$ cat config.mk
export PLATFORM = sky130hd
export DESIGN_NAME = ocfg_top
export DESIGN_NICKNAME = d
export VERILOG_FILES = /design/src/ocfg_pkg.sv /design/src/ocfg_frame_if.sv /design/src/ocfg_serial_rx.sv /design/src/ocfg_top.sv
export SDC_FILE = /design/constraint.sdc
export NUM_CORES = 1
export LEC_CHECK = 0
export ABC_AREA = 0
export BUFFER_PORTS_ARGS = -buffer_cell sky130_fd_sc_hd__buf_2
export CORE_MARGIN = 3
export CORE_UTILIZATION = 50
export DETAILED_ROUTE_END_ITERATION = 8
export PLACE_DENSITY = 0.77
export SYNTH_ARGS = -nofsm -noshare
export SYNTH_HDL_FRONTEND = slang
export SYNTH_SLANG_ARGS = --single-unit
$ cat constraint.sdc
create_clock -name CLK_SYS -period 2.4 [get_ports CLK_SYS]
set_clock_uncertainty 0.2 [all_clocks]
set_input_delay 0 -clock CLK_SYS [delete_from_list [all_inputs] [get_ports CLK_SYS]]
set_output_delay 0 -clock CLK_SYS [all_outputs]
set_load 0.01 [all_outputs]
$ cat src/ocfg_pkg.sv
// Constants shared by the output clocking configuration block
package ocfg_pkg;

   // ----------------------------------------
   // Serial frame layout
   // ----------------------------------------
   localparam int FRAME_BITS = 32;
   localparam logic [4:0] FRAME_LAST_BIT = 5'h1f;
   localparam logic [11:0] FRAME_HEADER = 12'h001;
   localparam int HDR_MSB = 31;
   localparam int HDR_LSB = 20;
   localparam int ADDR_MSB = 19;
   localparam int ADDR_LSB = 16;
   localparam int DATA_MSB = 15;
   localparam int DATA_LSB = 0;

   // ----------------------------------------
   // Register map
   // ----------------------------------------
   localparam logic [3:0] CFG_ADDR = 4'h1;
   localparam logic [15:0] CFG_RESET = 16'hb2ff;
   localparam int DUTY_STABILIZER_EN_BIT = 12;
   localparam int DDR_PHASE_SEL_BIT = 11;
   localparam int RATE_SELECT_N_BIT = 10;
   localparam int SWING_SELECT_BIT = 9;
   localparam int EDGE_SEL_BIT = 8;

   // ----------------------------------------
   // Normal-mode settings not set by a pin
   // ----------------------------------------
   localparam logic NORMAL_DUTY_STABILIZER_EN = 1'b1;
   localparam logic NORMAL_DDR_PHASE_SEL = 1'b0;

   // ----------------------------------------
   // Output clock slots (four system clocks a period)
   // ----------------------------------------
   localparam logic [1:0] SLOT_0 = 2'h0;
   localparam logic [1:0] SLOT_1 = 2'h1;
   localparam logic [1:0] SLOT_2 = 2'h2;
   localparam logic [1:0] SLOT_3 = 2'h3;

endpackage : ocfg_pkg

$ cat src/ocfg_frame_if.sv
// Decoded serial frame passed from the receiver to the register core
interface ocfg_frame_if;
   logic valid;
   logic header_ok;
   logic [3:0] addr;
   logic [15:0] data;

   modport rx
   (
      output valid,
      output header_ok,
      output addr,
      output data
   );

   modport core
   (
      input valid,
      input header_ok,
      input addr,
      input data
   );
endinterface : ocfg_frame_if

$ cat src/ocfg_serial_rx.sv
// Three-wire serial write receiver, sampled on the system clock
module ocfg_serial_rx
(
   input wire logic clk,
   input wire logic rst_n,
   input wire logic serial_clk_pin,
   input wire logic serial_data_in_pin,
   input wire logic serial_select_n_pin,
   ocfg_frame_if.rx frame
);

   // ----------------------------------------
   // Pin synchronisers
   // ----------------------------------------
   logic sclk_s1_r, sclk_s2_r, sclk_s3_r;
   logic sdat_s1_r, sdat_s2_r;
   logic ssel_s1_r, ssel_s2_r;
   logic [4:0] bit_cnt_r;
   logic [30:0] shift_r;
   logic sclk_rise;

   always_ff @(posedge clk or negedge rst_n)
   begin
      if (!rst_n)
      begin
         sclk_s1_r <= 1'b0;
         sclk_s2_r <= 1'b0;
         sclk_s3_r <= 1'b0;
         sdat_s1_r <= 1'b0;
         sdat_s2_r <= 1'b0;
         ssel_s1_r <= 1'b1;
         ssel_s2_r <= 1'b1;
      end
      else
      begin
         sclk_s1_r <= serial_clk_pin;
         sclk_s2_r <= sclk_s1_r;
         sclk_s3_r <= sclk_s2_r;
         sdat_s1_r <= serial_data_in_pin;
         sdat_s2_r <= sdat_s1_r;
         ssel_s1_r <= serial_select_n_pin;
         ssel_s2_r <= ssel_s1_r;
      end
   end

   // Data and clock share latency, so setup around the edge is kept
   assign sclk_rise = sclk_s2_r & ~sclk_s3_r & ~ssel_s2_r; // see RULE_16

   // ----------------------------------------
   // Bit counter and shifter
   // ----------------------------------------
   always_ff @(posedge clk or negedge rst_n)
   begin
      if (!rst_n)
      begin
         bit_cnt_r <= 5'h00;
         shift_r <= 31'h00000000;
      end
      else if (ssel_s2_r)
      begin
         bit_cnt_r <= 5'h00;
      end
      else if (sclk_rise)
      begin
         // Wraps so a new frame can start on the 33rd clock
         bit_cnt_r <= bit_cnt_r + 5'h01; // see RULE_17
         shift_r <= {shift_r[29:0], sdat_s2_r}; // see RULE_15
      end
   end

   always_ff @(posedge clk or negedge rst_n)
   begin
      if (!rst_n)
      begin
         frame.valid <= 1'b0;
         frame.header_ok <= 1'b0;
         frame.addr <= 4'h0;
         frame.data <= 16'h0000;
      end
      else
      begin
         frame.valid <= sclk_rise && (bit_cnt_r == ocfg_pkg::FRAME_LAST_BIT);
         frame.header_ok <= (shift_r[30:19] == ocfg_pkg::FRAME_HEADER); // see RULE_15
         frame.addr <= shift_r[18:15];
         frame.data <= {shift_r[14:0], sdat_s2_r};
      end
   end

   // ----------------------------------------
   // Checks
   // ----------------------------------------
   AST_SELECT_CLEARS_COUNT: assert property ( // see RULE_16
      @(posedge clk) disable iff (!rst_n)
      ssel_s2_r |=> (bit_cnt_r == 5'h00) && !frame.valid)
      else $error("bit counter not cleared by idle select");

   AST_BACK_TO_BACK: assert property ( // see RULE_17
      @(posedge clk) disable iff (!rst_n)
      (sclk_rise && bit_cnt_r == ocfg_pkg::FRAME_LAST_BIT) |=> (bit_cnt_r == 5'h00 || ssel_s2_r))
      else $error("counter did not wrap after the last frame bit");

endmodule : ocfg_serial_rx

$ cat src/ocfg_top.sv
// Output clocking configuration register with output clock and data pacing

// What this block does
// RULE_01: Eight write-only registers exist; only configuration is kept, none read back.
// RULE_02: In normal control mode register contents are ignored; pins govern instead.
// RULE_03: Power-on reset loads the configuration register at address 1h with 0xB2FF.
// RULE_04: Controller clears dual-edge-sampling enable before writing configuration; the controller model never writes it.
// RULE_05: Controller writes bit15 one, bit14 zero, bit13 one, bits7..0 ones.
// RULE_06: Stabilizer bit one enables duty-cycle correction; zero bypasses it.
// RULE_07: DDR phase bit zero aligns clock edges with data; one puts edges mid-cell.
// RULE_08: Rate-select zero outputs a word on every rising and falling clock edge.
// RULE_09: Rate-select one outputs one word per clock period on the chosen edge.
// RULE_10: Swing bit one selects 710 mV, zero 510 mV, mirroring the swing pin.
// RULE_11: SDR with edge bit one changes data on the rising true clock edge.
// RULE_12: SDR with edge bit zero changes data on the falling true clock edge.
// RULE_13: Edge bit acts in extended mode as the edge pin does in normal mode.
// RULE_14: Reset defaults: swing one; phase, rate-select and edge zero.
// RULE_15: Frame is 32 bits MSB first: header 0x001, 4-bit address, 16 data bits.
// RULE_16: Serial data sampled on rising serial clock while select is low.
// RULE_17: Next frame may start on the 33rd serial clock without raising select.
// RULE_18: Bad header or other address leaves the configuration register unchanged.
module ocfg_top
(
   input wire logic CLK_SYS,
   input wire logic RESET_N,
   input wire logic SERIAL_CLK,
   input wire logic SERIAL_DATA_IN,
   input wire logic SERIAL_SELECT_N,
   input wire logic EXT_MODE,
   input wire logic SWING_PIN,
   input wire logic EDGE_PIN,
   input wire logic RATE_PIN_N,
   input wire logic [7:0] SAMPLE_WORD,
   output logic DUTY_STABILIZER_EN,
   output logic DDR_PHASE_SEL,
   output logic RATE_SELECT_N,
   output logic SWING_SELECT,
   output logic EDGE_SEL,
   output logic OUTPUT_CLOCK,
   output logic [7:0] DATA_OUT,
   output logic WORD_TAKEN
);

   // ----------------------------------------
   // Serial receiver
   // ----------------------------------------
   ocfg_frame_if frame_if ();

   ocfg_serial_rx u_rx
   (
      .clk(CLK_SYS),
      .rst_n(RESET_N),
      .serial_clk_pin(SERIAL_CLK),
      .serial_data_in_pin(SERIAL_DATA_IN),
      .serial_select_n_pin(SERIAL_SELECT_N),
      .frame(frame_if.rx)
   );

   // ----------------------------------------
   // Mode and strap pin synchronisers
   // ----------------------------------------
   logic [3:0] pin_raw;
   logic [3:0] pin_s1_r;
   logic [3:0] pin_s2_r;
   logic ext_s, swing_pin_s, edge_pin_s, rate_pin_n_s;

   assign pin_raw = {EXT_MODE, SWING_PIN, EDGE_PIN, RATE_PIN_N};

   genvar gi;
   generate
      for (gi = 0; gi < 4; gi++)
      begin : g_sync
         always_ff @(posedge CLK_SYS or negedge RESET_N)
         begin
            if (!RESET_N)
            begin
               pin_s1_r[gi] <= 1'b0;
               pin_s2_r[gi] <= 1'b0;
            end
            else
            begin
               pin_s1_r[gi] <= pin_raw[gi];
               pin_s2_r[gi] <= pin_s1_r[gi];
            end
         end
      end
   endgenerate

   assign ext_s = pin_s2_r[3];
   assign swing_pin_s = pin_s2_r[2];
   assign edge_pin_s = pin_s2_r[1];
   assign rate_pin_n_s = pin_s2_r[0];

   // ----------------------------------------
   // Configuration register
   // ----------------------------------------
   logic [15:0] cfg_r;
   logic cfg_wr;

   // Other addresses belong to registers this block does not hold
   assign cfg_wr = frame_if.valid && frame_if.header_ok
                   && (frame_if.addr == ocfg_pkg::CFG_ADDR); // see RULE_01, see RULE_18

   always_ff @(posedge CLK_SYS or negedge RESET_N)
   begin
      if (!RESET_N)
      begin
         cfg_r <= ocfg_pkg::CFG_RESET; // see RULE_03, see RULE_14
      end
      else if (cfg_wr)
      begin
         // Fixed bits are stored as sent; nothing reads them back
         cfg_r <= frame_if.data; // see RULE_05
      end
   end

   // ----------------------------------------
   // Effective settings
   // ----------------------------------------
   logic duty_nxt, phase_nxt, rate_n_nxt, swing_nxt, edge_nxt;

   always_comb
   begin
      if (ext_s)
      begin
         duty_nxt = cfg_r[ocfg_pkg::DUTY_STABILIZER_EN_BIT]; // see RULE_06
         phase_nxt = cfg_r[ocfg_pkg::DDR_PHASE_SEL_BIT];
         rate_n_nxt = cfg_r[ocfg_pkg::RATE_SELECT_N_BIT];
         swing_nxt = cfg_r[ocfg_pkg::SWING_SELECT_BIT]; // see RULE_10
         edge_nxt = cfg_r[ocfg_pkg::EDGE_SEL_BIT]; // see RULE_13
      end
      else
      begin
         duty_nxt = ocfg_pkg::NORMAL_DUTY_STABILIZER_EN; // see RULE_02
         phase_nxt = ocfg_pkg::NORMAL_DDR_PHASE_SEL;
         rate_n_nxt = rate_pin_n_s;
         swing_nxt = swing_pin_s;
         edge_nxt = edge_pin_s;
      end
   end

   always_ff @(posedge CLK_SYS or negedge RESET_N)
   begin
      if (!RESET_N)
      begin
         DUTY_STABILIZER_EN <= 1'b0;
         DDR_PHASE_SEL <= 1'b0;
         RATE_SELECT_N <= 1'b0;
         SWING_SELECT <= 1'b0;
         EDGE_SEL <= 1'b0;
      end
      else
      begin
         DUTY_STABILIZER_EN <= duty_nxt;
         DDR_PHASE_SEL <= phase_nxt;
         RATE_SELECT_N <= rate_n_nxt;
         SWING_SELECT <= swing_nxt;
         EDGE_SEL <= edge_nxt;
      end
   end

   // ----------------------------------------
   // Output clock and data pacing
   // ----------------------------------------
   logic [1:0] slot_r;
   logic clk_ph0, clk_ph90, oclk_nxt, upd;

   // Zero phase: edges on slots 3 and 1; quarter phase: edges on 0 and 2
   assign clk_ph0 = (slot_r == ocfg_pkg::SLOT_3) || (slot_r == ocfg_pkg::SLOT_0);
   assign clk_ph90 = (slot_r == ocfg_pkg::SLOT_0) || (slot_r == ocfg_pkg::SLOT_1);
   // Phase only matters in DDR
   assign oclk_nxt = (!RATE_SELECT_N && DDR_PHASE_SEL) ? clk_ph90 : clk_ph0; // see RULE_07

   always_comb
   begin
      if (!RATE_SELECT_N)
      begin
         upd = (slot_r == ocfg_pkg::SLOT_1) || (slot_r == ocfg_pkg::SLOT_3); // see RULE_08
      end
      else if (EDGE_SEL)
      begin
         upd = (slot_r == ocfg_pkg::SLOT_3); // see RULE_09, see RULE_11
      end
      else
      begin
         upd = (slot_r == ocfg_pkg::SLOT_1); // see RULE_09, see RULE_12
      end
   end

   always_ff @(posedge CLK_SYS or negedge RESET_N)
   begin
      if (!RESET_N)
      begin
         slot_r <= ocfg_pkg::SLOT_0;
         OUTPUT_CLOCK <= 1'b0;
      end
      else
      begin
         slot_r <= slot_r + 2'h1;
         OUTPUT_CLOCK <= oclk_nxt;
      end
   end

   always_ff @(posedge CLK_SYS or negedge RESET_N)
   begin
      if (!RESET_N)
      begin
         DATA_OUT <= 8'h00;
         WORD_TAKEN <= 1'b0;
      end
      else
      begin
         WORD_TAKEN <= upd;
         if (upd)
         begin
            DATA_OUT <= SAMPLE_WORD;
         end
      end
   end

   // ----------------------------------------
   // Checks
   // ----------------------------------------
   logic [2:0] mode_prev_r;
   logic [2:0] mode_age_r;
   logic mode_stable;

   // Mode history, so checks can skip the one irregular period after a change
   always_ff @(posedge CLK_SYS or negedge RESET_N)
   begin
      if (!RESET_N)
      begin
         mode_prev_r <= 3'h0;
         mode_age_r <= 3'h0;
      end
      else
      begin
         mode_prev_r <= {RATE_SELECT_N, DDR_PHASE_SEL, EDGE_SEL};
         mode_age_r <= !mode_stable ? 3'h0 : mode_age_r + {2'h0, mode_age_r != 3'h7};
      end
   end

   assign mode_stable = (mode_prev_r == {RATE_SELECT_N, DDR_PHASE_SEL, EDGE_SEL});

   AST_WRITE_LOADS: assert property ( // see RULE_15
      @(posedge CLK_SYS) disable iff (!RESET_N)
      cfg_wr |=> cfg_r == $past(frame_if.data))
      else $error("valid configuration frame not stored");

   AST_BAD_FRAME_HOLDS: assert property ( // see RULE_18
      @(posedge CLK_SYS) disable iff (!RESET_N)
      (frame_if.valid && (!frame_if.header_ok || frame_if.addr != ocfg_pkg::CFG_ADDR))
      |=> $stable(cfg_r))
      else $error("rejected frame changed the configuration");

   AST_NORMAL_PINS: assert property ( // see RULE_02
      @(posedge CLK_SYS) disable iff (!RESET_N)
      !ext_s |=> (SWING_SELECT == $past(swing_pin_s)) && (EDGE_SEL == $past(edge_pin_s))
                 && (DUTY_STABILIZER_EN == ocfg_pkg::NORMAL_DUTY_STABILIZER_EN))
      else $error("normal mode not following pins");

   AST_EXT_FIELDS: assert property ( // see RULE_10
      @(posedge CLK_SYS) disable iff (!RESET_N)
      ext_s |=> (SWING_SELECT == $past(cfg_r[ocfg_pkg::SWING_SELECT_BIT]))
                && (DUTY_STABILIZER_EN == $past(cfg_r[ocfg_pkg::DUTY_STABILIZER_EN_BIT])))
      else $error("extended mode not following register");

   AST_DDR_ALIGNED: assert property ( // see RULE_07
      @(posedge CLK_SYS) disable iff (!RESET_N)
      (WORD_TAKEN && mode_stable && !RATE_SELECT_N && !DDR_PHASE_SEL)
      |-> OUTPUT_CLOCK != $past(OUTPUT_CLOCK))
      else $error("zero-phase DDR data not on a clock edge");

   AST_DDR_MIDCELL: assert property ( // see RULE_07
      @(posedge CLK_SYS) disable iff (!RESET_N)
      (WORD_TAKEN && mode_stable && !RATE_SELECT_N && DDR_PHASE_SEL)
      |-> OUTPUT_CLOCK == $past(OUTPUT_CLOCK))
      else $error("quarter-phase DDR data on a clock edge");

   AST_DDR_TWO_WORDS: assert property ( // see RULE_08
      @(posedge CLK_SYS) disable iff (!RESET_N)
      (WORD_TAKEN && !RATE_SELECT_N && $stable(RATE_SELECT_N))
      |=> !WORD_TAKEN ##1 (WORD_TAKEN || RATE_SELECT_N))
      else $error("DDR not giving two words a period");

   AST_SDR_ONE_WORD: assert property ( // see RULE_09
      @(posedge CLK_SYS) disable iff (!RESET_N)
      (WORD_TAKEN && RATE_SELECT_N && $stable(RATE_SELECT_N) && $stable(EDGE_SEL))
      |=> (!WORD_TAKEN || (mode_age_r < 3'h2))[*3])
      else $error("SDR gave more than one word a period");

   AST_SDR_RISING: assert property ( // see RULE_11
      @(posedge CLK_SYS) disable iff (!RESET_N)
      (WORD_TAKEN && mode_stable && RATE_SELECT_N && EDGE_SEL) |-> $rose(OUTPUT_CLOCK))
      else $error("SDR rising-edge data not on rising clock");

   AST_SDR_FALLING: assert property ( // see RULE_12
      @(posedge CLK_SYS) disable iff (!RESET_N)
      (WORD_TAKEN && mode_stable && RATE_SELECT_N && !EDGE_SEL) |-> $fell(OUTPUT_CLOCK))
      else $error("SDR falling-edge data not on falling clock");

endmodule : ocfg_top

# Word-level counts from Yosys, hierarchy flattened
# Cells that the tools add are included.
[op_classes] addsub=2 n_mul=0 div=0 magnitude_cmp=0 n_eq_ne=5 n_shift=0 muxes=10 bitwise=4 reduce_logical=11
[ops] cell="$eq A12 B1 Y1 const B" n=1
[ops] cell="$mux W5" n=2
[ops] cell="$mux W1" n=8
[ops] cell="$add A5 B1 Y5 const B" n=1
[ops] cell="$eq A5 B5 Y1 const B" n=1
[ops] cell="$eq A4 B1 Y1 const B" n=1
[ops] cell="$logic_and A1 B1 Y1" n=4
[ops] cell="$logic_or A1 B1 Y1" n=3
[ops] cell="$add A2 B1 Y2 const B" n=1
[ops] cell="$and A1 B1 Y1" n=2
[ops] cell="$eq A2 B1 Y1 const B" n=1
[ops] cell="$eq A2 B2 Y1 const B" n=1
[ops] cell="$logic_not A2 Y1" n=1
[ops] cell="$not A1 Y1" n=2
[ops] cell="$reduce_and A2 Y1" n=1
[ops] cell="$reduce_bool A2 Y1" n=1
[ops] cell="$logic_not A1 Y1" n=1
[totals] register_bits=100 latchBits=0 ramBits=0 romBits=0 out_inout_bits=15 wordCells=63 n_memories=0

# Logic depth before layout (Yosys ltp)
[depth] depth_word=5 mapped_depth=5

# Hierarchy
# Synthesis repeated with hierarchy kept, for this count alone.
[unflattened] hier_cells=184 hier_area_um2=3409.5
[by_module_without_submodules] module="ocfg_serial_rx" n_inst=1 cells_each=123 area_each_um2=2338.5 seq_area_each_um2=1629.1
[by_module_without_submodules] module="ocfg_top" n_inst=1 cells_each=61 area_each_um2=1071.0 seq_area_each_um2=753.2

# Worst setup path before layout
# No wires, ideal clock.
[synth_path] path_kind="flip-flop to flip-flop" from="register slot_r[1]" to="register DATA_OUT[0]" setup_ns=0.125 arrival_ns=1.299 setup_slack_ns=0.776 stages_incl_launch_ff=6 n_path_buf=0 period_less_slack_ns=1.624 cell_sequence="dfrtp_1 -> inv_1 -> ha_1 -> nor2_1 -> o21ai_2 -> mux2_2"
[synth_between] elab_chain_len=3 elab_cells_between_ends=5 classes_between="eq/ne: 2; mux: 2; reduce/logical: 1"
[synth_lines] element="from (decl)" line="ocfg_top.sv:165" text="logic [1:0] slot_r;"
[synth_lines] element="from (signal assigned)" line="ocfg_top.sv:194" text="slot_r <= ocfg_pkg::SLOT_0;"
[synth_lines] element="from (signal assigned)" line="ocfg_top.sv:199" text="slot_r <= slot_r + 2'h1;"
[synth_lines] element="$eq A2 B1 Y1 / $eq A2 B2 Y1 (equally long branches)" line="ocfg_top.sv:178, ocfg_top.sv:186, ocfg_top.sv:182"
[synth_lines] element="$mux W1 / $logic_or A1 B1 Y1 (equally long branches)" line="ocfg_top.sv:180, ocfg_top.sv:178"
[synth_lines] element="$mux W1 (*)" line="ocfg_top.sv:176" text="if (!RATE_SELECT_N)"
[synth_lines] element="named net upd" line="ocfg_top.sv:166" text="logic clk_ph0, clk_ph90, oclk_nxt, upd;"
[synth_lines] element="to (signal assigned)" line="ocfg_top.sv:208" text="DATA_OUT <= 8'h00;"
[synth_lines] element="to (signal assigned)" line="ocfg_top.sv:216" text="DATA_OUT <= SAMPLE_WORD;"
[synth_lines] element="to (decl)" line="ocfg_top.sv:40" text="output logic [7:0] DATA_OUT,"
# Mark *: on every way through the listed nets, which the timed path passes. The rest lies on a longest branch.
# A chain may end at the register's enable or synchronous reset.

# Worst setup path in the final report
[layout_path] from="register slot_r[1]" to="register DATA_OUT[4]"
# The elaborated chain is that of the path after synthesis.

==> results.md <==
CTS:
- The number of buffers created by CTS is 9.
- The number of instances resized during post-cts repair is 0.
- The maximum clock path buffer count is 2.
- The clock sink total is 84.
- Clock latency on the worst-skew pair, taken at its later pin, is 0.34 ns.
- The H-tree depth reported by CTS is 3.
- The tree is rooted in a clkbuf_8.
- Clock-pin slew was measured on the worst setup and hold paths at 0.08 ns.
- TritonCTS built the clock tree.
- The buffer count from post-CTS setup fixing is 0.
- After clock tree synthesis, the flow added hold-fix buffers numbering 16.

Setup path:
- The cell family with the largest share of critical-path delay is flip-flops.
- The peak fanout along the critical path is 9.
- Across all register-to-register paths, the minimum setup slack is 0.59 ns.
- The required time reported for the critical path endpoint is 2.43 ns.
- The kind of capture point of the worst setup path is a register.
- At the worst endpoint, the arrival time is 1.84 ns.
- The longest individual stage delay on the worst path is 0.39 ns.
- The buffers plus inverters on the worst setup path is 1.
- The worst setup path is of the register to register kind.
- Traced cell by cell, the critical path runs through inv_1 -> ha_1 -> nor2_1 -> o21ai_2 -> mux2_2.
- The startpoint of the lowest-slack register-to-register path is slot_r[1].
- The launching element type of the critical path is a register.
- In this run the worst setup path begins at slot_r[1].
- The slowest stage of the critical path is the dfrtp_1 cell.

Placed design:
- The setup slack at placement is 0.6204 ns.
- The number of buffers added on ports is 31.
- The cell total after placement is 277.
- The wire-length estimate of the detail-placed layout is 2.666 mm.
- The placed instances occupy a cell area of 3331 um^2.
- Routability-driven placement finished with a final weighted congestion of 0.7277.

Run:
- The reported max-cap violation count is 0.

GRT:
- The first global-routing pass estimated 7.583 mm of wire.
- For this run the aggregate overflow at the end of global routing stands at 0.
- Entering global routing, the biggest net connects 84 pins.
- The number of global-route vias before repair is 1,592.
- The initial antenna violation count is 0.
- Global routing used 13.75% of the available tracks across all layers.

Synth:
- Counting every net in the synthesized netlist gives 195.
- In this run the cell area of the synthesized design comes to 3123 um^2.
- The number of warnings reported in the yosys synthesis log is 0.
- In the post-synthesis netlist, the biggest area contributors are dfrtp_1, mux2_4, mux2_2.
- The largest total area in the synthesized netlist belongs to dfrtp_1.
- Yosys mapped a number of flops with a built-in enable equal to 0.
- Dividing the synthesized area by the synthesized cell count gives 18.05 um^2.
- Synthesis produced 173 cells.
- After synthesis, the share of flip-flops with an asynchronous set or reset is 100.0%.
- The top cell type by area accounts for 64.10% of the synthesized area.
- In the synthesized netlist the dominant register cell turns out to be dfrtp_1.
- The synthesis-stage register bit count is 84.
- The part of the Yosys area used for sequential elements is 67.47%.
- The count of distinct cell types in the synthesized netlist is 28.

Hold path:
- The type of the most critical hold path is input pin to register.
- The start point of the worst min-delay path is SERIAL_DATA_IN.

Floorplan:
- The area of the placeable core is 5991 um^2.
- The effective utilization at floorplan is 52.13%.
- The floorplan has 28 rows.
- 32 I/O pins were placed.
- The die width is 85.03 um.
- The floorplan step set the die height to 85.03 um.
- The die covers 7230 um^2.

Timing:
- The final worst slack is 0.5939 ns.
- Setup repair after global routing left no endpoint under its margin.
- In this run the tightest slew margin relative to its limit is 34.03%.
- The highest attainable clock frequency is 553.7 MHz.
- The final worst-path cycle share is 75.26%.
- The number of hold violations in the final report came to 0.
- The worst-margin pin slew is 0.9896 ns.
- Setup violations remaining at the end of the flow were counted as 0.
- The max-slew violation count is 0.
- For the final routed database, the setup TNS stands at 0 ns.
- The clock period could shrink to 1.806 ns.

Routing:
- The detail-routed net length per standard cell is 14.56 um.
- The routed design has 4.486 mm of wire.
- The remaining antenna violation count is 0.
- The detailed router's first-iteration violation count is 92.
- The count of vias placed by the detailed router is 1,491.
- Before antenna repair, the detailed router went through 4 iterations.
- For this run, design rule violations remaining after detail routing come to 0.
- In the routed layout, each cell is associated on average with a via count of 4.841.

Pwr:
- The worst ir drop on vdd is 0.0005505 V.
- The leakage power summed over all cells is 1.861 nW.
- The power density of the placed cells is 810.9 nW/um^2.

Layout:
- The repair_antennas step left the layout with diodes totalling 0.
- Summing all multi-input logic gate instances after layout gives 937.1 um^2.
- The area growth from synthesis to final layout is 19.87%.
- Cells with a size suffix above 1 make up 43.78% of the layout.
- In the final layout, flip-flops and latches occupy 2107 um^2.
- The post-route cell area is 3744 um^2.
- Counting the fill cells in the layout gives 423.
- The filler-free cell count of the finished design is 308.
- In the final design database the tool counted 251 nets.

Outcome:
- The run finished with clean final reports.
==> cells in the mapped netlist, types with 2 or more instances <==
library cell  count
nor2_1            5
inv_1             2
and3_1            2
dfrtp_1          80
xor2_1            2
mux2_2           18
mux2_4           29
nor4_1            2
mux2i_1           3
buf_12            3
nor2b_1           2
dfstp_2           4
ha_1              5
and2_1            2
==> cell type report <==
class	instances	share of cell area (%)
Clock buffer	10	3.409
Clock inverter	5	3.342
Inverter	2	0.2005
Multi-Input combinational cell	83	25.03
Sequential cell	84	56.28
Tap cell	75	2.507
Timing Repair Buffer	49	9.225
==> power breakdown <==
group	total [mW]	leakage [nW]	internal, mW	switching [mW]
clock	1.23	0.126	0.789	0.440
sequential	1.58	1.08	1.52	0.0608
combinational	0.223	0.651	0.140	0.0829
total	3.04	1.86	2.45	0.583
==> metrics by stage <==
step           hold WS, ns  util [%]  total power, mW
5_1_grt            0.08448     62.49            3.170
3_5_place_dp      -0.09335     55.60            1.817
6_report            0.1018     62.49            3.036
2_1_floorplan      -0.4956         -            1.736
3_3_place_gp      -0.09405     55.60            1.805
4_1_cts            0.07806     62.49            3.077
==> kinds of logic (layout without fill, tap and decap cells) <==
logic type	count (synthesis)	in the layout	share of synthesized area [%]
xor+xnor	2	2	0.5610
fa+ha+maj	5	5	2.003
simple gates	22	22	5.168
compound gates	4	4	0.8812
flops	84	84	67.47
buf+inv	6	66	2.524
mux	50	50	21.39
==> per-layer routing <==
layer,track usage [%],routed length (um),up-vias
li1,-,-,708
met1,17.06,2010,739
met2,21.61,2171,39
met3,6.311,252,5
met4,4.317,53,0
met5,0,0,-
==> sequential cells by signal (all words and copies together) (netlist names), 2 cells and up <==
signal and count:
slot_r 2, u_rx.frame.data 5, u_rx.shift_r 31, pin_s1_r 4
u_rx.frame.addr 4, cfg_r 5, DATA_OUT 8, u_rx.bit_cnt_r 5
==> cell usage in the layout (no fill, tap or decap) <==
master	n
a21oi_1	1
nand3_1	1
ha_1	5
o21ai_2	1
buf_2	30
nand2b_4	1
dlygate4sd3_1	16
nor2_8	1
xor2_1	2
nor2_1	5
dfstp_2	4
dfrtp_1	80
clkbuf_1	1
mux2_2	18
inv_1	2
nor3_4	1
o21ai_0	1
a211o_1	1
buf_12	1
bufinv_16	4
clkbuf_8	9
mux2i_1	3
buf_4	2
nor4_1	2
nand3b_1	1
mux2_4	29
nor4b_1	1
nand4b_1	1
nor2b_1	2
or3_1	1
clkinv_2	1
nand2b_1	1
and3_1	2
and2_1	2
==> path summary, 6_finish.rpt <==
path	to	depth (start not counted)
max	DATA_OUT[4]	5
min	u_rx.sdat_s1_r	2
max reg2reg	DATA_OUT[4]	5
min reg2reg	u_rx.sdat_s2_r	0
max in group asynchronous	u_rx.ssel_s2_r	3
min in group asynchronous	u_rx.shift_r[26]	2
Note: power is estimated with default switching activity, not from simulation.
